`src/rtl/urxe_pkg.sv`:
```
package urxe_pkg;
  // ==========================================================================
  // register map (byte addresses, one aligned word each)
  localparam logic [7:0] ADDR_MODE_PRIMARY   = 8'h00;  // mode register one
  localparam logic [7:0] ADDR_MODE_SECONDARY = 8'h04;  // mode register two
  localparam logic [7:0] ADDR_STATUS         = 8'h08;  // channel status register
  localparam logic [7:0] ADDR_RX_DATA        = 8'h0C;  // read pops the fifo
  localparam logic [7:0] ADDR_COMMAND        = 8'h10;  // command strobes
  localparam logic [7:0] ADDR_INT_MASK       = 8'h14;  // interrupt mask register
  localparam logic [7:0] ADDR_INT_STATUS     = 8'h18;  // interrupt status register
  localparam logic [7:0] ADDR_MODE_VIEW      = 8'h1C;  // both modes + pointer, no side effect

  // ==========================================================================
  // reset values
  localparam logic [7:0] MODE_PRIMARY_RST    = 8'h00;
  localparam logic [7:0] MODE_SECONDARY_RST  = 8'h00;
  localparam logic [7:0] INT_MASK_RST        = 8'h00;

  // ==========================================================================
  // mode register one fields
  localparam int MP_RTS_CTRL   = 7;
  localparam int MP_INT_SEL    = 6;
  localparam int MP_ERR_MODE   = 5;
  localparam int MP_PAR_MODE_H = 4;
  localparam int MP_PAR_MODE_L = 3;
  localparam int MP_PAR_TYPE   = 2;
  localparam int MP_BITS_H     = 1;
  localparam int MP_BITS_L     = 0;

  // mode register two fields (stored for the transmitter side)
  localparam int MS_CHMODE_H   = 7;
  localparam int MS_CHMODE_L   = 6;
  localparam int MS_TX_RTS     = 5;
  localparam int MS_CTS_EN     = 4;
  localparam int MS_STOP_H     = 3;
  localparam int MS_STOP_L     = 0;

  // parity mode encodings
  localparam logic [1:0] PAR_WITH   = 2'h0;
  localparam logic [1:0] PAR_FORCE  = 2'h1;
  localparam logic [1:0] PAR_NONE   = 2'h2;
  localparam logic [1:0] PAR_MDROP  = 2'h3;

  // channel mode encodings
  localparam logic [1:0] CHM_NORMAL = 2'h0;
  localparam logic [1:0] CHM_ECHO   = 2'h1;
  localparam logic [1:0] CHM_LLOOP  = 2'h2;
  localparam logic [1:0] CHM_RLOOP  = 2'h3;

  // status register bits
  localparam int ST_BREAK   = 7;
  localparam int ST_FRAME   = 6;
  localparam int ST_PARITY  = 5;
  localparam int ST_OVERRUN = 4;
  localparam int ST_FULL    = 1;
  localparam int ST_READY   = 0;

  // interrupt status / mask bits for this channel
  localparam int IS_RX       = 1;
  localparam int IS_BRK_CHG  = 2;

  // command word bits
  localparam int CMD_PTR_REWIND = 0;
  localparam int CMD_ERR_RESET  = 1;
  localparam int CMD_BRK_CHG_CLR = 2;

  // ==========================================================================
  // timing: oversampling of the serial input
  localparam int OVERSAMPLE   = 16;
  localparam int START_SAMPLE = 7;
  localparam int FIFO_DEPTH   = 3;

  // fifo entry: character plus its own error flags
  typedef struct packed {
    logic       brk;
    logic       frame;
    logic       parity;
    logic [7:0] data;
  } urxe_entry_t;

  localparam logic [1:0] AXI_OKAY   = 2'h0;
  localparam logic [1:0] AXI_SLVERR = 2'h2;
endpackage

```
`src/rtl/urxe_channel.sv`:
```
// Contract
// - space sampled at stop bit time sets framing error, status bit 6
// - failed parity check on a complete character sets status bit 5
// - fifo full, shift register holding, new data overwrites; set overrun bit 4
// - all-space character with space at stop sample is a break; status bit 7
// - break loads one break character; no more loading until line marks
// - change-in-break flagged at break start and at return to mark
// - receiver ready while fifo holds at least one unread character
// - fifo full when no free slot remains until the cpu reads
// - mode one bit 6 picks ready or full as receive interrupt source
// - receive interrupt request only when its mask bit is set
// - pointer rewinds to mode one; any mode one access advances to two
// - mode one bit 7 negates request to send while fifo is full
// - mode one bit 5: flags of top character, or accumulated since error reset
// - bits 4:3 parity handling, check only with or forced; bit 2 odd
// - bits 1:0 give five to eight data bits per character
// - mode two bits 7:6 select normal, echo, local or remote loop
// - mode two bits 3:0 set transmit stop length in sixteenth steps
// - mode two bit 4 makes transmitter wait for clear to send
// - mode two bit 5 drops request to send one bit after transmit empty
`timescale 1ns/1ps
module urxe_channel #(
  parameter int FIFO_DEPTH = urxe_pkg::FIFO_DEPTH
) (
  input  wire logic        i_sys_clk,        // system clock, 200 MHz
  input  wire logic        i_rst_n,          // async reset, active low
  input  wire logic        i_ce,             // clock enable, freezes all state
  input  wire logic        i_rx_tick16,      // 16x receive clock enable pulse
  input  wire logic        i_serial_rx_input,// serial input pin, async
  output logic             o_request_to_send_n, // receiver flow control, low = send
  output logic             o_rx_irq,         // masked receive interrupt request
  output logic             o_brk_irq,        // masked change-in-break request
  output logic [7:0]       o_channel_mode_secondary, // to transmit side
  // AXI4-Lite slave
  input  wire logic [7:0]  i_awaddr,         // write address
  input  wire logic        i_awvalid,        // write address valid
  output logic             o_awready,        // write address ready
  input  wire logic [31:0] i_wdata,          // write data
  input  wire logic [3:0]  i_wstrb,          // write strobes
  input  wire logic        i_wvalid,         // write data valid
  output logic             o_wready,         // write data ready
  output logic [1:0]       o_bresp,          // write response
  output logic             o_bvalid,         // write response valid
  input  wire logic        i_bready,         // write response ready
  input  wire logic [7:0]  i_araddr,         // read address
  input  wire logic        i_arvalid,        // read address valid
  output logic             o_arready,        // read address ready
  output logic [31:0]      o_rdata,          // read data
  output logic [1:0]       o_rresp,          // read response
  output logic             o_rvalid,         // read data valid
  input  wire logic        i_rready          // read data ready
);
  typedef enum logic [3:0] {
    RX_IDLE  = 4'h1,
    RX_START = 4'h2,
    RX_DATA  = 4'h4,
    RX_STOP  = 4'h8
  } urxe_rx_state_t;

  // ==========================================================================
  // registers
  logic [7:0] mode_primary_r, mode_secondary_r;
  logic       ptr_second_r;
  logic [7:0] int_mask_r;
  logic       brk_chg_r, overrun_r;
  logic [2:0] acc_err_r;           // block-mode accumulated brk/frame/parity
  logic       rx_meta_r, rx_sync_r;
  urxe_rx_state_t rx_state_r;
  logic [3:0] sub_r, bit_r;
  logic [7:0] shift_r;
  logic       par_acc_r;
  logic       in_break_r;
  logic       brk_mark_r;           // first mark sample seen after break
  logic       held_valid_r;         // completed char waiting in shift register
  urxe_pkg::urxe_entry_t held_r;

  // ==========================================================================
  // decoded mode fields
  logic [1:0] par_mode;
  logic [3:0] nbits;
  logic       par_odd, par_check, err_block;
  assign par_mode  = mode_primary_r[urxe_pkg::MP_PAR_MODE_H:urxe_pkg::MP_PAR_MODE_L];
  assign par_odd   = mode_primary_r[urxe_pkg::MP_PAR_TYPE];
  assign par_check = (par_mode == urxe_pkg::PAR_WITH) || (par_mode == urxe_pkg::PAR_FORCE);
  assign nbits     = 4'h5 + {2'h0, mode_primary_r[urxe_pkg::MP_BITS_H:urxe_pkg::MP_BITS_L]};
  assign err_block = mode_primary_r[urxe_pkg::MP_ERR_MODE];
  // mode two is only held here; the transmitter consumes it
  assign o_channel_mode_secondary = mode_secondary_r;

  // ==========================================================================
  // input synchroniser; only the second stage is read
  always_ff @(posedge i_sys_clk or negedge i_rst_n) begin
    if (!i_rst_n) begin
      rx_meta_r <= 1'b1;
      rx_sync_r <= 1'b1;
    end else if (i_ce) begin
      rx_meta_r <= i_serial_rx_input;
      rx_sync_r <= rx_meta_r;
    end
  end

  // ==========================================================================
  // receive fifo
  logic                  fifo_push, fifo_pop, fifo_empty, fifo_full;
  urxe_pkg::urxe_entry_t fifo_top;

  urxe_fifo #(.DEPTH(FIFO_DEPTH)) u_fifo (
    .i_sys_clk (i_sys_clk),
    .i_rst_n   (i_rst_n),
    .i_ce      (i_ce),
    .i_push    (fifo_push),
    .i_din     (held_r),
    .i_pop     (fifo_pop),
    .o_top     (fifo_top),
    .o_empty   (fifo_empty),
    .o_full    (fifo_full)
  );

  // held character moves on as soon as a slot frees up
  assign fifo_push = held_valid_r && !fifo_full;

  // ==========================================================================
  // receiver sampling: start qualified at 7th sample, then one bit per 16 ticks
  logic sample_pt, char_done, stop_space, par_bad, is_break, next_par;
  assign sample_pt  = i_rx_tick16 && (sub_r == 4'(urxe_pkg::OVERSAMPLE - 1));
  assign char_done  = (rx_state_r == RX_STOP) && sample_pt;
  assign stop_space = !rx_sync_r;
  assign next_par   = par_acc_r ^ rx_sync_r;
  assign is_break   = stop_space && (shift_r == 8'h00) && !par_acc_r;
  // parity bit folded into par_acc_r (raw bit in forced mode); even sum passes for even parity
  assign par_bad    = par_check && (par_acc_r != par_odd);

  // character timing state machine
  always_ff @(posedge i_sys_clk or negedge i_rst_n) begin
    if (!i_rst_n) begin
      rx_state_r <= RX_IDLE;
      sub_r      <= 4'h0;
      bit_r      <= 4'h0;
      shift_r    <= 8'h00;
      par_acc_r  <= 1'b0;
    end else if (i_ce && i_rx_tick16) begin
      sub_r <= sub_r + 4'h1;
      case (rx_state_r)
        RX_IDLE: begin
          sub_r <= 4'h0;
          // no new start bit while a break is still on the line
          if (!rx_sync_r && !in_break_r) rx_state_r <= RX_START;
        end
        RX_START: begin
          if (sub_r == 4'(urxe_pkg::START_SAMPLE - 1)) begin
            if (rx_sync_r) rx_state_r <= RX_IDLE;  // noise pulse
            else begin
              rx_state_r <= RX_DATA;
              sub_r      <= 4'h0;
              bit_r      <= 4'h0;
              shift_r    <= 8'h00;
              par_acc_r  <= 1'b0;
            end
          end
        end
        RX_DATA: begin
          if (sample_pt) begin
            if (bit_r < nbits) begin
              shift_r[bit_r[2:0]] <= rx_sync_r;  // lsb first
              par_acc_r           <= next_par;
            end else if (par_check) begin
              // forced mode keeps the raw parity bit, which must match mode one bit 2
              par_acc_r <= (par_mode == urxe_pkg::PAR_FORCE) ? rx_sync_r : next_par;
            end
            if (bit_r == nbits - 4'(par_check ? 0 : 1)) rx_state_r <= RX_STOP;
            bit_r <= bit_r + 4'h1;
          end
        end
        RX_STOP: if (sample_pt) rx_state_r <= RX_IDLE;
        default: rx_state_r <= RX_IDLE;
      endcase
    end
  end

  // ==========================================================================
  // completed character into the shift-register holding slot
  always_ff @(posedge i_sys_clk or negedge i_rst_n) begin
    if (!i_rst_n) begin
      held_valid_r <= 1'b0;
      held_r       <= '0;
    end else if (i_ce && i_rx_tick16 && char_done) begin
      // a held char not yet moved is simply overwritten
      held_valid_r <= 1'b1;
      held_r.data   <= shift_r;
      held_r.frame  <= stop_space;
      held_r.parity <= par_bad;
      held_r.brk    <= is_break;
    end else if (i_ce && fifo_push) begin
      held_valid_r <= 1'b0;
    end
  end

  // break tracking: one entry on detect, resume after line marks two ticks
  always_ff @(posedge i_sys_clk or negedge i_rst_n) begin
    if (!i_rst_n) begin
      in_break_r <= 1'b0;
      brk_mark_r <= 1'b0;
    end else if (i_ce && i_rx_tick16) begin
      if (char_done && is_break) begin
        in_break_r <= 1'b1;
        brk_mark_r <= 1'b0;
      end else if (in_break_r) begin
        brk_mark_r <= rx_sync_r;
        if (rx_sync_r && brk_mark_r) in_break_r <= 1'b0;
      end
    end
  end

  // ==========================================================================
  // bus access strobes
  logic        wr_fire, rd_fire, wr_mode, rd_mode, cmd_wr, aw_have_r, w_have_r;
  logic [7:0]  awaddr_r;
  logic [31:0] wdata_r;
  logic [3:0]  wstrb_r;

  function automatic logic is_mapped(input logic [7:0] a);
    is_mapped = (a[1:0] == 2'h0) && (a <= urxe_pkg::ADDR_MODE_VIEW);
  endfunction

  assign o_awready = !aw_have_r && !o_bvalid;
  assign o_wready  = !w_have_r && !o_bvalid;
  assign o_arready = !o_rvalid;
  assign wr_fire   = aw_have_r && w_have_r && !o_bvalid;
  assign rd_fire   = i_arvalid && o_arready;
  assign cmd_wr    = wr_fire && (awaddr_r == urxe_pkg::ADDR_COMMAND) && wstrb_r[0];
  assign wr_mode   = wr_fire && wstrb_r[0] &&
                     ((awaddr_r == urxe_pkg::ADDR_MODE_PRIMARY) || (awaddr_r == urxe_pkg::ADDR_MODE_SECONDARY));
  assign rd_mode   = rd_fire &&
                     ((i_araddr == urxe_pkg::ADDR_MODE_PRIMARY) || (i_araddr == urxe_pkg::ADDR_MODE_SECONDARY));
  assign fifo_pop  = rd_fire && (i_araddr == urxe_pkg::ADDR_RX_DATA);

  // write channel capture, in either order
  always_ff @(posedge i_sys_clk or negedge i_rst_n) begin
    if (!i_rst_n) begin
      aw_have_r <= 1'b0;
      w_have_r  <= 1'b0;
      awaddr_r  <= 8'h00;
      wdata_r   <= 32'h0000_0000;
      wstrb_r   <= 4'h0;
      o_bvalid  <= 1'b0;
      o_bresp   <= urxe_pkg::AXI_OKAY;
    end else if (i_ce) begin
      if (i_awvalid && o_awready) begin
        aw_have_r <= 1'b1;
        awaddr_r  <= i_awaddr;
      end
      if (i_wvalid && o_wready) begin
        w_have_r <= 1'b1;
        wdata_r  <= i_wdata;
        wstrb_r  <= i_wstrb;
      end
      if (wr_fire) begin
        aw_have_r <= 1'b0;
        w_have_r  <= 1'b0;
        o_bvalid  <= 1'b1;
        o_bresp   <= is_mapped(awaddr_r) ? urxe_pkg::AXI_OKAY : urxe_pkg::AXI_SLVERR;
      end else if (o_bvalid && i_bready) begin
        o_bvalid <= 1'b0;
      end
    end
  end

  // mode registers behind one pointer; both offsets reach the pointed register
  always_ff @(posedge i_sys_clk or negedge i_rst_n) begin
    if (!i_rst_n) begin
      mode_primary_r   <= urxe_pkg::MODE_PRIMARY_RST;
      mode_secondary_r <= urxe_pkg::MODE_SECONDARY_RST;
      ptr_second_r     <= 1'b0;
      int_mask_r       <= urxe_pkg::INT_MASK_RST;
    end else if (i_ce) begin
      if (wr_mode) begin
        if (ptr_second_r) mode_secondary_r <= wdata_r[7:0];
        else              mode_primary_r   <= wdata_r[7:0];
      end
      if (cmd_wr && wdata_r[urxe_pkg::CMD_PTR_REWIND]) begin
        ptr_second_r <= 1'b0;
      end else if ((wr_mode || rd_mode) && !ptr_second_r) begin
        ptr_second_r <= 1'b1;
      end
      if (wr_fire && wstrb_r[0] && (awaddr_r == urxe_pkg::ADDR_INT_MASK)) begin
        int_mask_r <= wdata_r[7:0];
      end
    end
  end

  // ==========================================================================
  // sticky flags; a setting event wins over a clear in the same cycle
  logic overrun_evt, brk_chg_evt, err_reset;
  assign overrun_evt = i_rx_tick16 && char_done && held_valid_r && fifo_full && !fifo_push;
  assign brk_chg_evt = i_rx_tick16 &&
                       ((char_done && is_break) || (in_break_r && rx_sync_r && brk_mark_r));
  assign err_reset   = cmd_wr && wdata_r[urxe_pkg::CMD_ERR_RESET];

  always_ff @(posedge i_sys_clk or negedge i_rst_n) begin
    if (!i_rst_n) begin
      overrun_r <= 1'b0;
      brk_chg_r <= 1'b0;
      acc_err_r <= 3'h0;
    end else if (i_ce) begin
      if (overrun_evt)    overrun_r <= 1'b1;
      else if (err_reset) overrun_r <= 1'b0;
      if (brk_chg_evt)    brk_chg_r <= 1'b1;
      else if (cmd_wr && wdata_r[urxe_pkg::CMD_BRK_CHG_CLR]) brk_chg_r <= 1'b0;
      // flags of every character popped off the top are ORed in whatever the mode; only block mode shows them
      if (fifo_pop && !fifo_empty) begin
        acc_err_r <= acc_err_r | {fifo_top.brk, fifo_top.frame, fifo_top.parity};
      end else if (err_reset) begin
        acc_err_r <= 3'h0;
      end
    end
  end

  // ==========================================================================
  // status and interrupt view
  logic [2:0] top_err, shown_err;
  logic [7:0] status;
  logic       rx_cond;
  logic [7:0] int_status;
  assign top_err   = fifo_empty ? 3'h0 : {fifo_top.brk, fifo_top.frame, fifo_top.parity};
  assign shown_err = err_block ? (acc_err_r | top_err) : top_err;
  assign status    = {shown_err, overrun_r, 2'h0, fifo_full, !fifo_empty};
  assign rx_cond   = mode_primary_r[urxe_pkg::MP_INT_SEL] ? fifo_full : !fifo_empty;
  assign int_status = {5'h00, brk_chg_r, rx_cond, 1'b0};
  assign o_rx_irq   = rx_cond && int_mask_r[urxe_pkg::IS_RX];
  assign o_brk_irq  = brk_chg_r && int_mask_r[urxe_pkg::IS_BRK_CHG];
  // receiver flow control: drop request to send while no slot is free
  assign o_request_to_send_n = mode_primary_r[urxe_pkg::MP_RTS_CTRL] && fifo_full;

  // read data path, registered
  always_ff @(posedge i_sys_clk or negedge i_rst_n) begin
    if (!i_rst_n) begin
      o_rvalid <= 1'b0;
      o_rdata  <= 32'h0000_0000;
      o_rresp  <= urxe_pkg::AXI_OKAY;
    end else if (i_ce) begin
      if (rd_fire) begin
        o_rvalid <= 1'b1;
        o_rresp  <= is_mapped(i_araddr) ? urxe_pkg::AXI_OKAY : urxe_pkg::AXI_SLVERR;
        case (i_araddr)
          urxe_pkg::ADDR_MODE_PRIMARY,
          urxe_pkg::ADDR_MODE_SECONDARY: o_rdata <= {24'h000000, ptr_second_r ? mode_secondary_r : mode_primary_r};
          urxe_pkg::ADDR_STATUS:     o_rdata <= {24'h000000, status};
          urxe_pkg::ADDR_RX_DATA:    o_rdata <= {24'h000000, fifo_top.data};
          urxe_pkg::ADDR_INT_MASK:   o_rdata <= {24'h000000, int_mask_r};
          urxe_pkg::ADDR_INT_STATUS: o_rdata <= {24'h000000, int_status};
          urxe_pkg::ADDR_MODE_VIEW:  o_rdata <= {15'h0000, ptr_second_r, mode_secondary_r, mode_primary_r};
          default:                   o_rdata <= 32'h0000_0000;
        endcase
      end else if (o_rvalid && i_rready) begin
        o_rvalid <= 1'b0;
      end
    end
  end
endmodule

```
`src/rtl/urxe_fifo.sv`:
```
`timescale 1ns/1ps
module urxe_fifo #(
  parameter int DEPTH = 3
) (
  input  wire logic                 i_sys_clk,  // system clock
  input  wire logic                 i_rst_n,    // async reset, active low
  input  wire logic                 i_ce,       // clock enable
  input  wire logic                 i_push,     // write entry
  input  wire urxe_pkg::urxe_entry_t i_din,     // entry written
  input  wire logic                 i_pop,      // drop top entry
  output urxe_pkg::urxe_entry_t     o_top,      // entry at the top
  output logic                      o_empty,    // nothing stored
  output logic                      o_full      // no free slot
);
  localparam int CW = $clog2(DEPTH + 1);
  localparam int AW = (DEPTH > 1) ? $clog2(DEPTH) : 1;

  urxe_pkg::urxe_entry_t mem [DEPTH];
  logic [AW-1:0]         rd_r;
  logic [AW-1:0]         wr_r;
  logic [CW-1:0]         cnt_r;
  logic                  do_push;
  logic                  do_pop;

  // ==========================================================================
  // pointers; a push into a full fifo is dropped here, the caller flags overrun
  assign do_push = i_push && (cnt_r != CW'(DEPTH));
  assign do_pop  = i_pop && (cnt_r != '0);
  assign o_empty = (cnt_r == '0);
  assign o_full  = (cnt_r == CW'(DEPTH));
  assign o_top   = mem[rd_r];

  function automatic logic [AW-1:0] wrap_inc(input logic [AW-1:0] p);
    wrap_inc = (p == AW'(DEPTH - 1)) ? '0 : p + AW'(1);
  endfunction

  // storage
  always_ff @(posedge i_sys_clk) begin
    if (i_ce && do_push) begin
      mem[wr_r] <= i_din;
    end
  end

  // pointer and count update
  always_ff @(posedge i_sys_clk or negedge i_rst_n) begin
    if (!i_rst_n) begin
      rd_r  <= '0;
      wr_r  <= '0;
      cnt_r <= '0;
    end else if (i_ce) begin
      if (do_push) wr_r <= wrap_inc(wr_r);
      if (do_pop)  rd_r <= wrap_inc(rd_r);
      cnt_r <= cnt_r + CW'(do_push) - CW'(do_pop);
    end
  end
endmodule

```
`config.mk`:
```
export PLATFORM = sky130hd
export DESIGN_NAME = urxe_channel
export DESIGN_NICKNAME = d
export VERILOG_FILES = /design/src/rtl/urxe_pkg.sv /design/src/rtl/urxe_channel.sv /design/src/rtl/urxe_fifo.sv
export SDC_FILE = /design/constraint.sdc
export NUM_CORES = 1
export LEC_CHECK = 0
export BUFFER_PORTS_ARGS = -buffer_cell sky130_fd_sc_hd__buf_2
export CAP_MARGIN = 20
export CORE_AREA = 4 4 181 139
export DETAILED_ROUTE_END_ITERATION = 6
export DIE_AREA = 0 0 185 143
export PLACE_DENSITY_LB_ADDON = 0.25
export RECOVER_POWER = 25
export SKIP_LAST_GASP = 1
export SYNTH_ARGS = -nofsm -noshare
export SYNTH_HDL_FRONTEND = slang
export SYNTH_HIERARCHICAL = 1
export SYNTH_SLANG_ARGS = --single-unit
```
`constraint.sdc`:
```
create_clock -name i_sys_clk -period 2.31 [get_ports i_sys_clk]
set_input_delay 0.231 -clock i_sys_clk [delete_from_list [all_inputs] [get_ports i_sys_clk]]
set_output_delay 0.231 -clock i_sys_clk [all_outputs]
set_load 0.03 [all_outputs]
```
=== Yosys cells after proc, flatten, opt, wreduce, memory -nomap -nowiden ===
Memory sizes are Yosys's and may differ from the RTL's.
Index checks and enable logic that the tools add are counted.

* Register bits: 130
* Bits in latches: 0
* Bits in writable memories: 33
* Bits in read-only memories: 0
* Input port bits: 62
* Output and inout bits: 52
* Word-level logic and storage cells: 253
* Memories kept: 1

* Add/sub/neg operators: 8
* Multiply operators: 0
* Div/mod/pow operators: 0
* Order comparisons: 5
* Equality and inequality tests: 30
* Shifts and indexed selects: 0
* Multiplexer cells: 64
* Bitwise logic cells: 4
* Reductions and logical operators: 107

{| class="wikitable"
|+ Memories
! name !! depth !! width !! rd ports !! clocked after Yosys merged registers in !! write ports !! line !! text
|-
| u_fifo.mem || 3 || 11 || 1 || 0 || 1 || urxe_fifo.sv:18 || <nowiki>urxe_pkg::urxe_entry_t mem [DEPTH];</nowiki>
|}

{| class="wikitable"
|+ Operators by type and width
! kind !! number
|-
| 17-bit one-hot mux with 6 select lines || 1
|-
| 1-bit logical AND || 49
|-
| 8-bit by 5-bit equality test with 1-bit output, second input constant || 5
|-
| 4-bit two-way mux || 10
|-
| 8-bit two-way mux || 5
|-
| 1-bit two-way mux || 32
|-
| 2-bit AND reduction || 16
|-
| 8-bit zero test || 3
|-
| 2-bit nonzero test || 12
|-
| 6-bit AND reduction || 3
|-
| 8-bit by 3-bit equality test with 1-bit output, second input constant || 2
|-
| 8-bit by 4-bit equality test with 1-bit output, second input constant || 2
|-
| 8-bit by 5-bit less-or-equal comparator with 1-bit output, second input constant || 2
|-
| 2-bit != test, second input constant || 8
|-
| 4-bit one-hot mux with 2 select lines || 2
|-
| 4-bit one-hot mux with 4 select lines || 1
|-
| 8-bit one-hot mux with 2 select lines || 1
|-
| 3-bit two-way mux || 5
|-
| 1-bit zero test || 11
|-
| 4-bit by 1-bit adder with 4-bit output, second input constant || 2
|-
| 8-bit bitwise mux || 1
|-
| 4-bit by 3-bit equality test with 1-bit output, second input constant || 2
|-
| 4-bit equality test, second input constant || 2
|-
| 2-bit zero test || 4
|-
| 25 further kinds || 37
|}

=== Logic depth before layout (Yosys ltp) ===
Gate-level depths: netlist of run 1.

* Depth in word-level cells: 9
* Mapped depth: 10
* Gate-level depth less buffers: 10

=== Hierarchy ===
The synthesis of run 1 kept the hierarchy.

{| class="wikitable"
|+ By module, submodules not included
! module !! instances !! cells an instance !! area each (µm²) !! sequential area each (µm²)
|-
| urxe_channel || 1 || 482 || 5,351.4 || 2,681.3
|-
| urxe_fifo || 1 || 101 || 1,555.2 || 1,141.1
|}

=== Least setup slack after synthesis of run 1 ===
Ideal clock, no wire load.

* Kind: in2reg
* Start point: in i_araddr[0]
* End point: reg u_fifo.cnt_r[0]
* Library setup time: 0.127 ns
* Data arrival time: 2.302 ns
* Required time: 2.183 ns
* Path slack: -0.120 ns
* Stages: 8
* Path buffers: 0
* Cells stage by stage: nor4_1 > or3b_2 > nor4b_1 > nor2b_1 > ha_1 > inv_1 > ha_1 > mux2_1

* Word-level cells in the longest chain between the ends: 4

{| class="wikitable"
|+ Ends and longest elaborated chain
! what !! line !! text
|-
| start: declaration || urxe_channel.sv:45 || <nowiki>input wire logic [7:0] i_araddr,</nowiki>
|-
| 8-bit by 4-bit equality test with 1-bit output || urxe_channel.sv:235 || <nowiki>assign fifo_pop = rd_fire && (i_araddr == urxe_pkg::ADDR_RX_DATA);</nowiki>
|-
| 1-bit logical AND || urxe_channel.sv:235 ||
|-
| named net fifo_pop || urxe_channel.sv:104 || <nowiki>logic fifo_push, fifo_pop, fifo_empty, fifo_full;</nowiki>
|-
| 1-bit logical AND || urxe_fifo.sv:28 || <nowiki>assign do_pop = i_pop && (cnt_r != '0);</nowiki>
|-
| 2-bit by 1-bit subtractor with 2-bit output || urxe_fifo.sv:53 || <nowiki>cnt_r <= cnt_r + CW'(do_push) - CW'(do_pop);</nowiki>
|-
| end signal: assignment || urxe_fifo.sv:53 ||
|-
| end: declaration || urxe_fifo.sv:21 || <nowiki>logic [CW-1:0] cnt_r;</nowiki>
|}

The timed path passes the listed nets, and every way through them passes these cells.
A chain may end at the register's enable or synchronous reset.

=== Worst setup path in the final report of run 1 ===
* Start point: reg awaddr_r[0]
* End point: reg mode_primary_r[1]

* Word-level cells in the longest chain between the ends: 4
* Elaborated cells on any way between the ends: 5
* Those cells by class: 1 x eq/ne; 4 x reduce/logical

{| class="wikitable"
|+ Ends and longest elaborated chain
! what !! line !! text
|-
| start: declaration || urxe_channel.sv:217 || <nowiki>logic [7:0] awaddr_r;</nowiki>
|-
| start signal: assignment || urxe_channel.sv:250 || <nowiki>awaddr_r <= i_awaddr;</nowiki>
|-
| 8-bit by 3-bit equality test with 1-bit output / 8-bit zero test (equally long branches) || urxe_channel.sv:232 || <nowiki>((awaddr_r == urxe_pkg::ADDR_MODE_PRIMARY) || (awaddr_r == urxe_pkg::ADDR_MODE_SECONDARY));</nowiki>
|-
| 1-bit logical OR * || urxe_channel.sv:232 ||
|-
| 1-bit logical AND * || urxe_channel.sv:231 || <nowiki>assign wr_mode = wr_fire && wstrb_r[0] &&</nowiki>
|-
| 3-bit AND reduction (no line) * || -- ||
|-
| end signal: assignment || urxe_channel.sv:271 || <nowiki>mode_primary_r <= urxe_pkg::MODE_PRIMARY_RST;</nowiki>
|-
| end signal: assignment || urxe_channel.sv:278 || <nowiki>else mode_primary_r <= wdata_r[7:0];</nowiki>
|-
| end: declaration || urxe_channel.sv:62 || <nowiki>logic [7:0] mode_primary_r, mode_secondary_r;</nowiki>
|}

Every way passes the cells marked *; elsewhere a longest branch is shown, timed or not.

==> impl_metrics.toml, run 1 <==
[run_status]
outcome = "completed"

[timing]
fmax_ghz = 0.4491
slew_headroom = 0.3481
skew_ps = 8.695
final.setup.tns_ps = 0
period_minus_slack_ps = 2227
hold_violations = 0
hold_ws_ps = 42.54
tightest_slew_ps = 977.8
timing.final.max_slew_violations = 0
period_share = 0.9640
finalSetupViolCount = 0
setup_ws_ps = 83.26
rsz0062_at_grt = "false"

[place]
hpwl_microns = 12540
placed_area_sq_mm = 0.007791
dp_cells = 971
gp_congestion = 0.8568
port_buffers = 69
dp_slack_ps = -238.2

[floorplan]
ioPinCount = 114
core-area_sq_mm = 0.02354
dieArea_sq_mm = 0.02646
num_rows = 49
die_h_microns = 143
fp.dieW_microns = 185
initial_core_util = 0.2934

[grt]
globalRouteTotalUtil = 0.1315
grt_pass1_wl_microns = 27050
grt_pass1_vias = 4862
antenna_found_initial = 0
grt_overflow_total = 0
grt_max_degree = 52

[synthesis]
synth_top_cell_area_share = 0.3986
ys_types = 68
yosysMostFrequentCell = "dfrtp_1"
syn-cell-area_sq_mm = 0.006907
synth_flop_cell = "dfrtp_1"
synth_top_area_cell = "dfrtp_1"
synthTopCellsByCount = "110 x dfrtp_1, 64 x nand2_1, 39 x mux2_2"
ys_seq_area_frac = 0.5534
synth_edf_count = 33
synth_area_leaders = "dfrtp_1 40%, edfxtp_1 14%, mux2_2 6.4%"
syn_area_per_cell_sq_um = 11.85
synthesis.instances = 583
yosysWarnings = 6
synthArstFlopShare = 0.7740
ys_ff_latch = 146

[flow_run]
maxCapViolCount = 0

[pwr]
p_per_area_mw_per_mm2 = 831.0
ir_drop_uv = 583.2
clockPowerShare = 0.371
power_frac_comb = 0.160
p_int_mw = 4.824
power.total_mw = 6.950
power_leakage_nw = 3.817
seqPwrFrac = 0.470
swShare = 0.3058
switchingPower_mw = 2.125

[detailed_routing]
first_pass_iters = 5
vias = 4852
routed_wl_microns = 16900
drt_iter0_drc = 400
routedWlPerCell_microns = 16.83
routed_via_density = 4.833
ant_nets = 0
post-route-drc-count = 0

[clocking]
cts_tree = "yes"
cts_root_buf = "clkbuf_16"
clkTransAtPathRegs_ps = 70
cts.htree.levels = 4
cts.path.max_buffers = 2
cts_setup_buffers = 0
clock_sinks = 146
cts_buffers = 17
worstSkewPairLatency_ps = 420

[setup_path]
path_buf_inv = 1
worstPathCellList = "or4_1, nor4_4, nand2b_1, nor2_2, buf_4, mux2_1"
required_ps = 2600
path_class = "reg -> reg"
reg2regPathDepth = 6
rrSetupSlack_ps = 80
slowest_delay_ps = 600
path_delay_family = "simple AND/OR/NAND/NOR gates"
critical_path_peak_fanout = 5
worstPathArrival_ps = 2520
start_kind = "flip-flop"
crit_path_end_kind = "flip-flop"
endpoint = "mode_primary_r[1]"
cpMaxStageDelayCell = "or4_1"
worst-path-stages = 6
r2r-end = "mode_primary_r[1]"
r2r-start = "awaddr_r[0]"
critPathLaunch = "awaddr_r[0]"

[hold_path]
min-delay-start = "i_wdata[4]"
hold_class = "in -> reg"

[finish]
syn_to_final_growth_pct = 21.09
fin_cells = 1004
diodes = 0
stdcell_area_sq_mm = 0.008363
drive_above_1_share = 0.2908
fill_cells = 2313
num-nets-final = 759
utilization = 0.3552
repair_timing:
item | in CTS | in global routing
hold endpoints to repair | 31 | 0
pin swaps | 1 | 1
endpoints found under the setup margin | 6 | 8
hold buffers | 1 | 0
gates resized for setup | 0 | 4
worst min path at each step:
stage,endpoint,slack (ps),cells past startpoint
4_1_cts,awaddr_r[4],20,2
3_3_place_gp,sub_r[3],240,1
3_5_place_dp,sub_r[3],240,1
2_1_floorplan,acc_err_r[0],-60,0
6_report,wdata_r[4],40,2
5_1_grt,wdata_r[4],30,2
registers in the layout (all words and copies together), names as in the netlist, 2 cells and up:
signal / flops
acc_err_r: 3
awaddr_r: 8
bit_r: 4
held_r: 11
int_mask_r: 8
mode_primary_r: 8
o_channel_mode_secondary: 8
o_rdata: 17
rx_state_r: 4
shift_r: 8
sub_r: 4
u_fifo/cnt_r: 2
u_fifo/mem: 33
u_fifo/rd_r: 2
u_fifo/wr_r: 2
wdata_r: 8
kinds of logic after synthesis:
kind of cell    count (synthesis)  synth area share
compound gates                109            0.1092
xor+xnor                        9           0.01141
fa+ha+maj                      12           0.02174
buf+inv                        56           0.04348
flops                         146            0.5534
mux                            81            0.1283
other cells                     1         0.0005430
simple gates                  169            0.1319
power groups by stage:
stage,clock [mW],sequential [mW],combinational [mW]
final,2.58,3.26,1.11
after global placement,0,3.29,1.08
after global routing,2.78,3.31,1.22
after CTS,2.65,3.26,1.12
after detailed placement,0,3.31,1.11
after floorplan,0,3.21,0.763
layer usage:
layer	part of all wire	track usage	wire (microns)	vias to the layer above
met5	0	0	0	-
met4	0.0085	0.03320	144	0
met3	0.048	0.03005	819	9
met2	0.44	0.1927	7358	109
met1	0.51	0.1970	8574	2441
li1	-	-	-	2293
cells in the final DEF (no fill, tap or decap), drive strengths merged, types with 4 or more instances in the layout:
master and n:
a21o 5, a21oi 10, a222oi 4, a22o 16, a22oi 5, and2 7
buf 106, clkbuf 19, clkinv 5, conb 17, dfrtp 110, edfxtp 33
ha 12, inv 21, mux2 57, mux2i 24, nand2 64, nand2b 9
nand3 11, nand3b 7, nor2 24, nor2b 10, nor3 8, nor4 4
nor4b 5, o21ai 41, o31ai 8, xnor2 4, xor2 5
layout make-up:
cell class              instances  area [sq um]  area share
clock buffers                  17         425.4     0.05087
clock inverters                15         127.6     0.01526
inverters                      14         52.55    0.006284
multi-input cells             397          2892      0.3458
flip-flops and latches        146          3822      0.4571
well taps                     306         382.9     0.04578
repair buffers                109         660.6     0.07899
Note: power is estimated with default switching activity, not from simulation.
==> run 2, diff against run 1 <==
--- a/config.mk
+++ b/config.mk
@@ -12,6 +12,7 @@
 export DIE_AREA = 0 0 185 143
 export PLACE_DENSITY_LB_ADDON = 0.25
 export RECOVER_POWER = 25
+export SETUP_SLACK_MARGIN = 0.4
 export SKIP_LAST_GASP = 1
 export SYNTH_ARGS = -nofsm -noshare
 export SYNTH_HDL_FRONTEND = slang
==> impl_metrics.toml, run 2 (synthesized netlist as in run 1, its figures left out) <==
[setup_path]
crit_path_end_kind = "flip-flop"
required_ps = 2600
critical_path_peak_fanout = 4
worstPathArrival_ps = 2450
start_kind = "flip-flop"
critPathLaunch = "rx_state_r[0]"
r2r-start = "rx_state_r[0]"
path_class = "reg -> reg"

[pwr]
swShare = 0.2759
power_leakage_nw = 4.039
power.total_mw = 7.523
p_int_mw = 5.447
clockPowerShare = 0.391
switchingPower_mw = 2.076
power_frac_comb = 0.173
ir_drop_uv = 511.5
p_per_area_mw_per_mm2 = 831.5
seqPwrFrac = 0.436

[clocking]
clkTransAtPathRegs_ps = 60
cts_tree = "yes"
worstSkewPairLatency_ps = 420
cts_root_buf = "clkbuf_16"
clock_sinks = 146
cts_buffers = 17
cts.htree.levels = 4
cts.path.max_buffers = 2

[timing]
final.setup.tns_ps = 0
hold_ws_ps = 37.34
period_share = 0.9333
period_minus_slack_ps = 2156
skew_ps = 7.150
timing.final.max_slew_violations = 0
tightest_slew_ps = 1057
rsz0062_at_grt = "true"
finalSetupViolCount = 0
slew_headroom = 0.2952
hold_violations = 0
fmax_ghz = 0.4638

[floorplan]
die_h_microns = 143
dieArea_sq_mm = 0.02646
core-area_sq_mm = 0.02354
initial_core_util = 0.2934
num_rows = 49
fp.dieW_microns = 185
ioPinCount = 114

[grt]
use_met2 = 0.1927
grt_pass1_wl_microns = 27080
top_usage_layer = "met1"
grt_pass1_vias = 4877
grt_use_met1 = 0.1956
grt_max_degree = 52
antenna_found_initial = 0
globalRouteTotalUtil = 0.1336
grt_overflow_total = 0
grt_use_met3 = 0.03769

[finish]
largest_reg_flops = 33
num-nets-final = 788
diodes = 0
mostFrequentLayoutCell = "dfrtp_1"
largestRegisters = "u_fifo/mem: 33 flops, o_rdata: 17 flops, held_r: 11 flops"
drive_above_1_share = 0.3851
largest_register = "u_fifo/mem"
utilization = 0.3843
fill_cells = 2273
layout_common_cells = "104 x dfrtp_1, 64 x buf_2, 63 x nand2_1"
syn_to_final_growth_pct = 31.00

[detailed_routing]
post-route-drc-count = 0
drt_iter0_drc = 295
routedWlPerCell_microns = 16.87
ant_nets = 0
routed_via_density = 4.825
first_pass_iters = 4
vias = 4984
routed_wl_microns = 17430

[flow_run]
maxCapViolCount = 0

[place]
hpwl_microns = 12490
gp_congestion = 0.8072
port_buffers = 69

[hold_path]
min-delay-start = "i_wdata[3]"
hold_class = "in -> reg"

[run_status]
outcome = "completed"
[run 2: cell count changes in the layout (fill, tap and decap cells not counted), sizes merged]
cell      before  now
buf          106  134
clkbuf        19   29
inv           21   15
clkinvlp       3    0
bufinv         0    2
clkinv         5    3
[run 2: cell type report]
type	count	area, sq um	share of cell area
multi-input cells	397	3154	0.3486
clock buffers	26	561.8	0.06209
inverters	14	52.55	0.005808
repair buffers	138	978.4	0.1081
clock inverters	6	85.08	0.009404
well taps	306	382.9	0.04232
flip-flops and latches	146	3832	0.4236
[run 2: routing by layer]
layer,up-vias,routed length [microns],part of all wire
met1,2499,8708,0.50
met2,114,7578,0.43
met5,-,0,0
met4,0,193,0.011
met3,14,945,0.054
li1,2357,-,-
[run 2: power by group through the flow]
| stage | combinational [mW] | sequential, mW | clock [mW] |
|---|---|---|---|
| CTS | 1.19 | 3.28 | 3.02 |
| floorplan | 0.792 | 3.22 | 0 |
| global placement | 1.10 | 3.31 | 0 |
| global route | 1.42 | 3.33 | 3.13 |
| finish | 1.30 | 3.28 | 2.94 |
| detailed placement | 1.13 | 3.32 | 0 |
[run 2: path summary, 6_finish.rpt]
check | to | slack, ps | cells after the start
worst max-delay path | shift_r[6] | 150 | 5
worst max register to register | shift_r[6] | 150 | 5
min in group asynchronous | in_break_r | 520 | 2
max in group asynchronous | o_bvalid | 680 | 3
worst min-delay path | wdata_r[3] | 40 | 2
worst min register to register | o_rdata[3] | 490 | 2
[run 2: timing repair]
action	CTS	global route
endpoints found under the setup margin	67	74
gates resized for setup	26	40
endpoints found under the hold margin	13	0
hold buffers	1	0
cloned	0	1
pin swaps	12	30
buffers inserted	10	18
[run 2: critical path: stages (launching register included)]
cell and delay, ps:
dfstp_2 370, or4b_4 530, or4_4 470, a221oi_4 350, nand3_1 160, mux2i_1 150
[run 2: stage by stage]
stage          instances  instance area (sq um)  worst slack (ps)
2_1_floorplan        599                   7113             99.82
3_3_place_gp         971                   7914            -84.64
3_5_place_dp         971                   7914            -82.46
4_1_cts             1014                   8752             167.5
5_1_grt             1033                   9047             100.5
6_report            1033                   9047             154.1
==> run 3, diff against run 2 <==
--- a/config.mk
+++ b/config.mk
@@ -7,9 +7,11 @@
 export LEC_CHECK = 0
 export BUFFER_PORTS_ARGS = -buffer_cell sky130_fd_sc_hd__buf_2
 export CAP_MARGIN = 20
-export CORE_AREA = 4 4 181 139
+export CELL_PAD_IN_SITES_DETAIL_PLACEMENT = 0
+export CELL_PAD_IN_SITES_GLOBAL_PLACEMENT = 1
+export CORE_AREA = 4 4 168 129
 export DETAILED_ROUTE_END_ITERATION = 6
-export DIE_AREA = 0 0 185 143
+export DIE_AREA = 0 0 172 133
 export PLACE_DENSITY_LB_ADDON = 0.25
 export RECOVER_POWER = 25
 export SETUP_SLACK_MARGIN = 0.4
==> impl_metrics.toml, run 3 (synthesized netlist as in run 1, its figures left out) <==
[grt]
globalRouteTotalUtil = 0.1494
antenna_found_initial = 0
grt_max_degree = 41
grt_pass1_wl_microns = 26500
grt_overflow_total = 0
grt_pass1_vias = 4793

[floorplan]
core-area_sq_mm = 0.02004
initial_core_util = 0.3446
die_h_microns = 133
dieArea_sq_mm = 0.02288
num_rows = 45
ioPinCount = 114
fp.dieW_microns = 172

[detailed_routing]
dr_wl_met2_microns = 7430
vias = 4903
first_pass_iters = 6
routedWlPerCell_microns = 17.25
drt_iter0_drc = 259
wl_met1_microns = 8197
ant_nets = 0
post-route-drc-count = 0
routed_wl_microns = 16800
routed_via_density = 5.034
top_layer = "met4"
met3_length_microns = 993

[place]
port_buffers = 69
placed_area_sq_mm = 0.007849
hpwl_microns = 12430
dp_slack_ps = -102.1
gp_congestion = 0.8123

[pwr]
p_per_area_mw_per_mm2 = 838.8
seqPwrFrac = 0.445
power.total_mw = 7.346
clockPowerShare = 0.386
power_frac_comb = 0.169
power_leakage_nw = 3.947
switchingPower_mw = 2.111
swShare = 0.2874
ir_drop_uv = 463.7
p_int_mw = 5.235

[clocking]
clock_sinks = 146
cts.path.max_buffers = 2
cts_root_buf = "clkbuf_16"
cts_tree = "yes"
cts_buffers = 17
cts.htree.levels = 4
worstSkewPairLatency_ps = 420
clkTransAtPathRegs_ps = 70

[timing]
hold_violations = 0
final.setup.tns_ps = 0
skew_ps = 10.10
period_minus_slack_ps = 2169
timing.final.max_slew_violations = 0
tightest_slew_ps = 1053
fmax_ghz = 0.4609
slew_headroom = 0.2982
setup_ws_ps = 140.6
period_share = 0.9392
finalSetupViolCount = 0
rsz0062_at_grt = "true"

[finish]
num-nets-final = 777
mostFrequentLayoutCell = "dfrtp_1"
drive_above_1_share = 0.3603
largest_register = "u_fifo/mem"
layout_common_cells = "106 x dfrtp_1, 65 x buf_2, 64 x nand2_1"
diodes = 0
largest_reg_flops = 33
syn_to_final_growth_pct = 26.81
stdcell_area_sq_mm = 0.008758
largestRegisters = "u_fifo/mem: 33 flops, o_rdata: 17 flops, held_r: 11 flops"

[setup_path]
critical_path_peak_fanout = 4
start_kind = "flip-flop"
worstPathArrival_ps = 2450
crit_path_end_kind = "flip-flop"
required_ps = 2590
rrSetupSlack_ps = 140
path_class = "reg -> reg"

[hold_path]
hold_class = "in -> reg"

[flow_run]
maxCapViolCount = 0

[run_status]
outcome = "completed"
run 3: cell types whose count changed in the layout (fill, tap and decap cells not counted), moves of 3 or more:
cell        previous run  this run
buf_6                 16         6
clkbuf_8               6         0
o21ai_0               17        22
clkinvlp_4             0         4
o21ai_2                4         0
inv_6                  0         3
run 3: power groups by stage:
stage	clock [mW]	combinational [mW]	sequential, mW
global placement	0	1.11	3.31
global route	3.00	1.36	3.33
detailed placement	0	1.14	3.33
CTS	2.89	1.22	3.28
floorplan	0	0.792	3.22
finish	2.84	1.24	3.27
run 3: worst max-delay path: stages (launching register included):
cell and delay [ps]:
dfrtp_1 380, or4b_4 520, or4_4 480, a221oi_4 370, nand3_1 140, mux2i_1 140
run 3: metal layers:
layer  global-route usage  vias to the layer above
met2               0.2132                      108
met3              0.03465                       12
met4              0.04234                        0
met1               0.2258                     2445
met5                    0                        -
li1                     -                     2338
run 3: through the flow:
stage          instances  hold slack (ps)    util
6_report             974            34.58  0.4370
5_1_grt              974            16.97  0.4370
4_1_cts              968            17.72  0.4310
3_5_place_dp         924            257.8  0.3916
3_3_place_gp         924            249.4  0.3916
2_1_floorplan        599           -64.59       -
run 3: what timing repair did:
| item | in CTS | in global routing |
|---|---|---|
| pin swaps | 15 | 18 |
| resized for setup | 17 | 20 |
| setup endpoints to repair | 55 | 76 |
| gates cloned | 0 | 0 |
| setup buffers | 11 | 6 |
| hold endpoints to repair | 36 | 0 |
| hold buffers | 1 | 0 |
run 3: final timing paths:
path | startpoint | endpoint | depth (start not counted)
worst max register to register | rx_state_r[3] | shift_r[6] | 5
worst min register to register | rx_meta_r | rx_sync_r | 2
max in group asynchronous | i_rst_n | shift_r[7] | 3
worst max-delay path | rx_state_r[3] | shift_r[6] | 5
min in group asynchronous | i_rst_n | o_rdata[16] | 2
worst min-delay path | i_wdata[6] | wdata_r[6] | 2
run 3: layout make-up:
class / instances / area (sq um)
Tap cell: 258 / 322.8
Timing Repair Buffer: 127 / 847.1
Fill cell: 1929 / 11290
Sequential cell: 146 / 3827
Clock inverter: 14 / 178.9
Inverter: 14 / 52.55
Clock buffer: 18 / 429.2
Multi-Input combinational cell: 397 / 3100
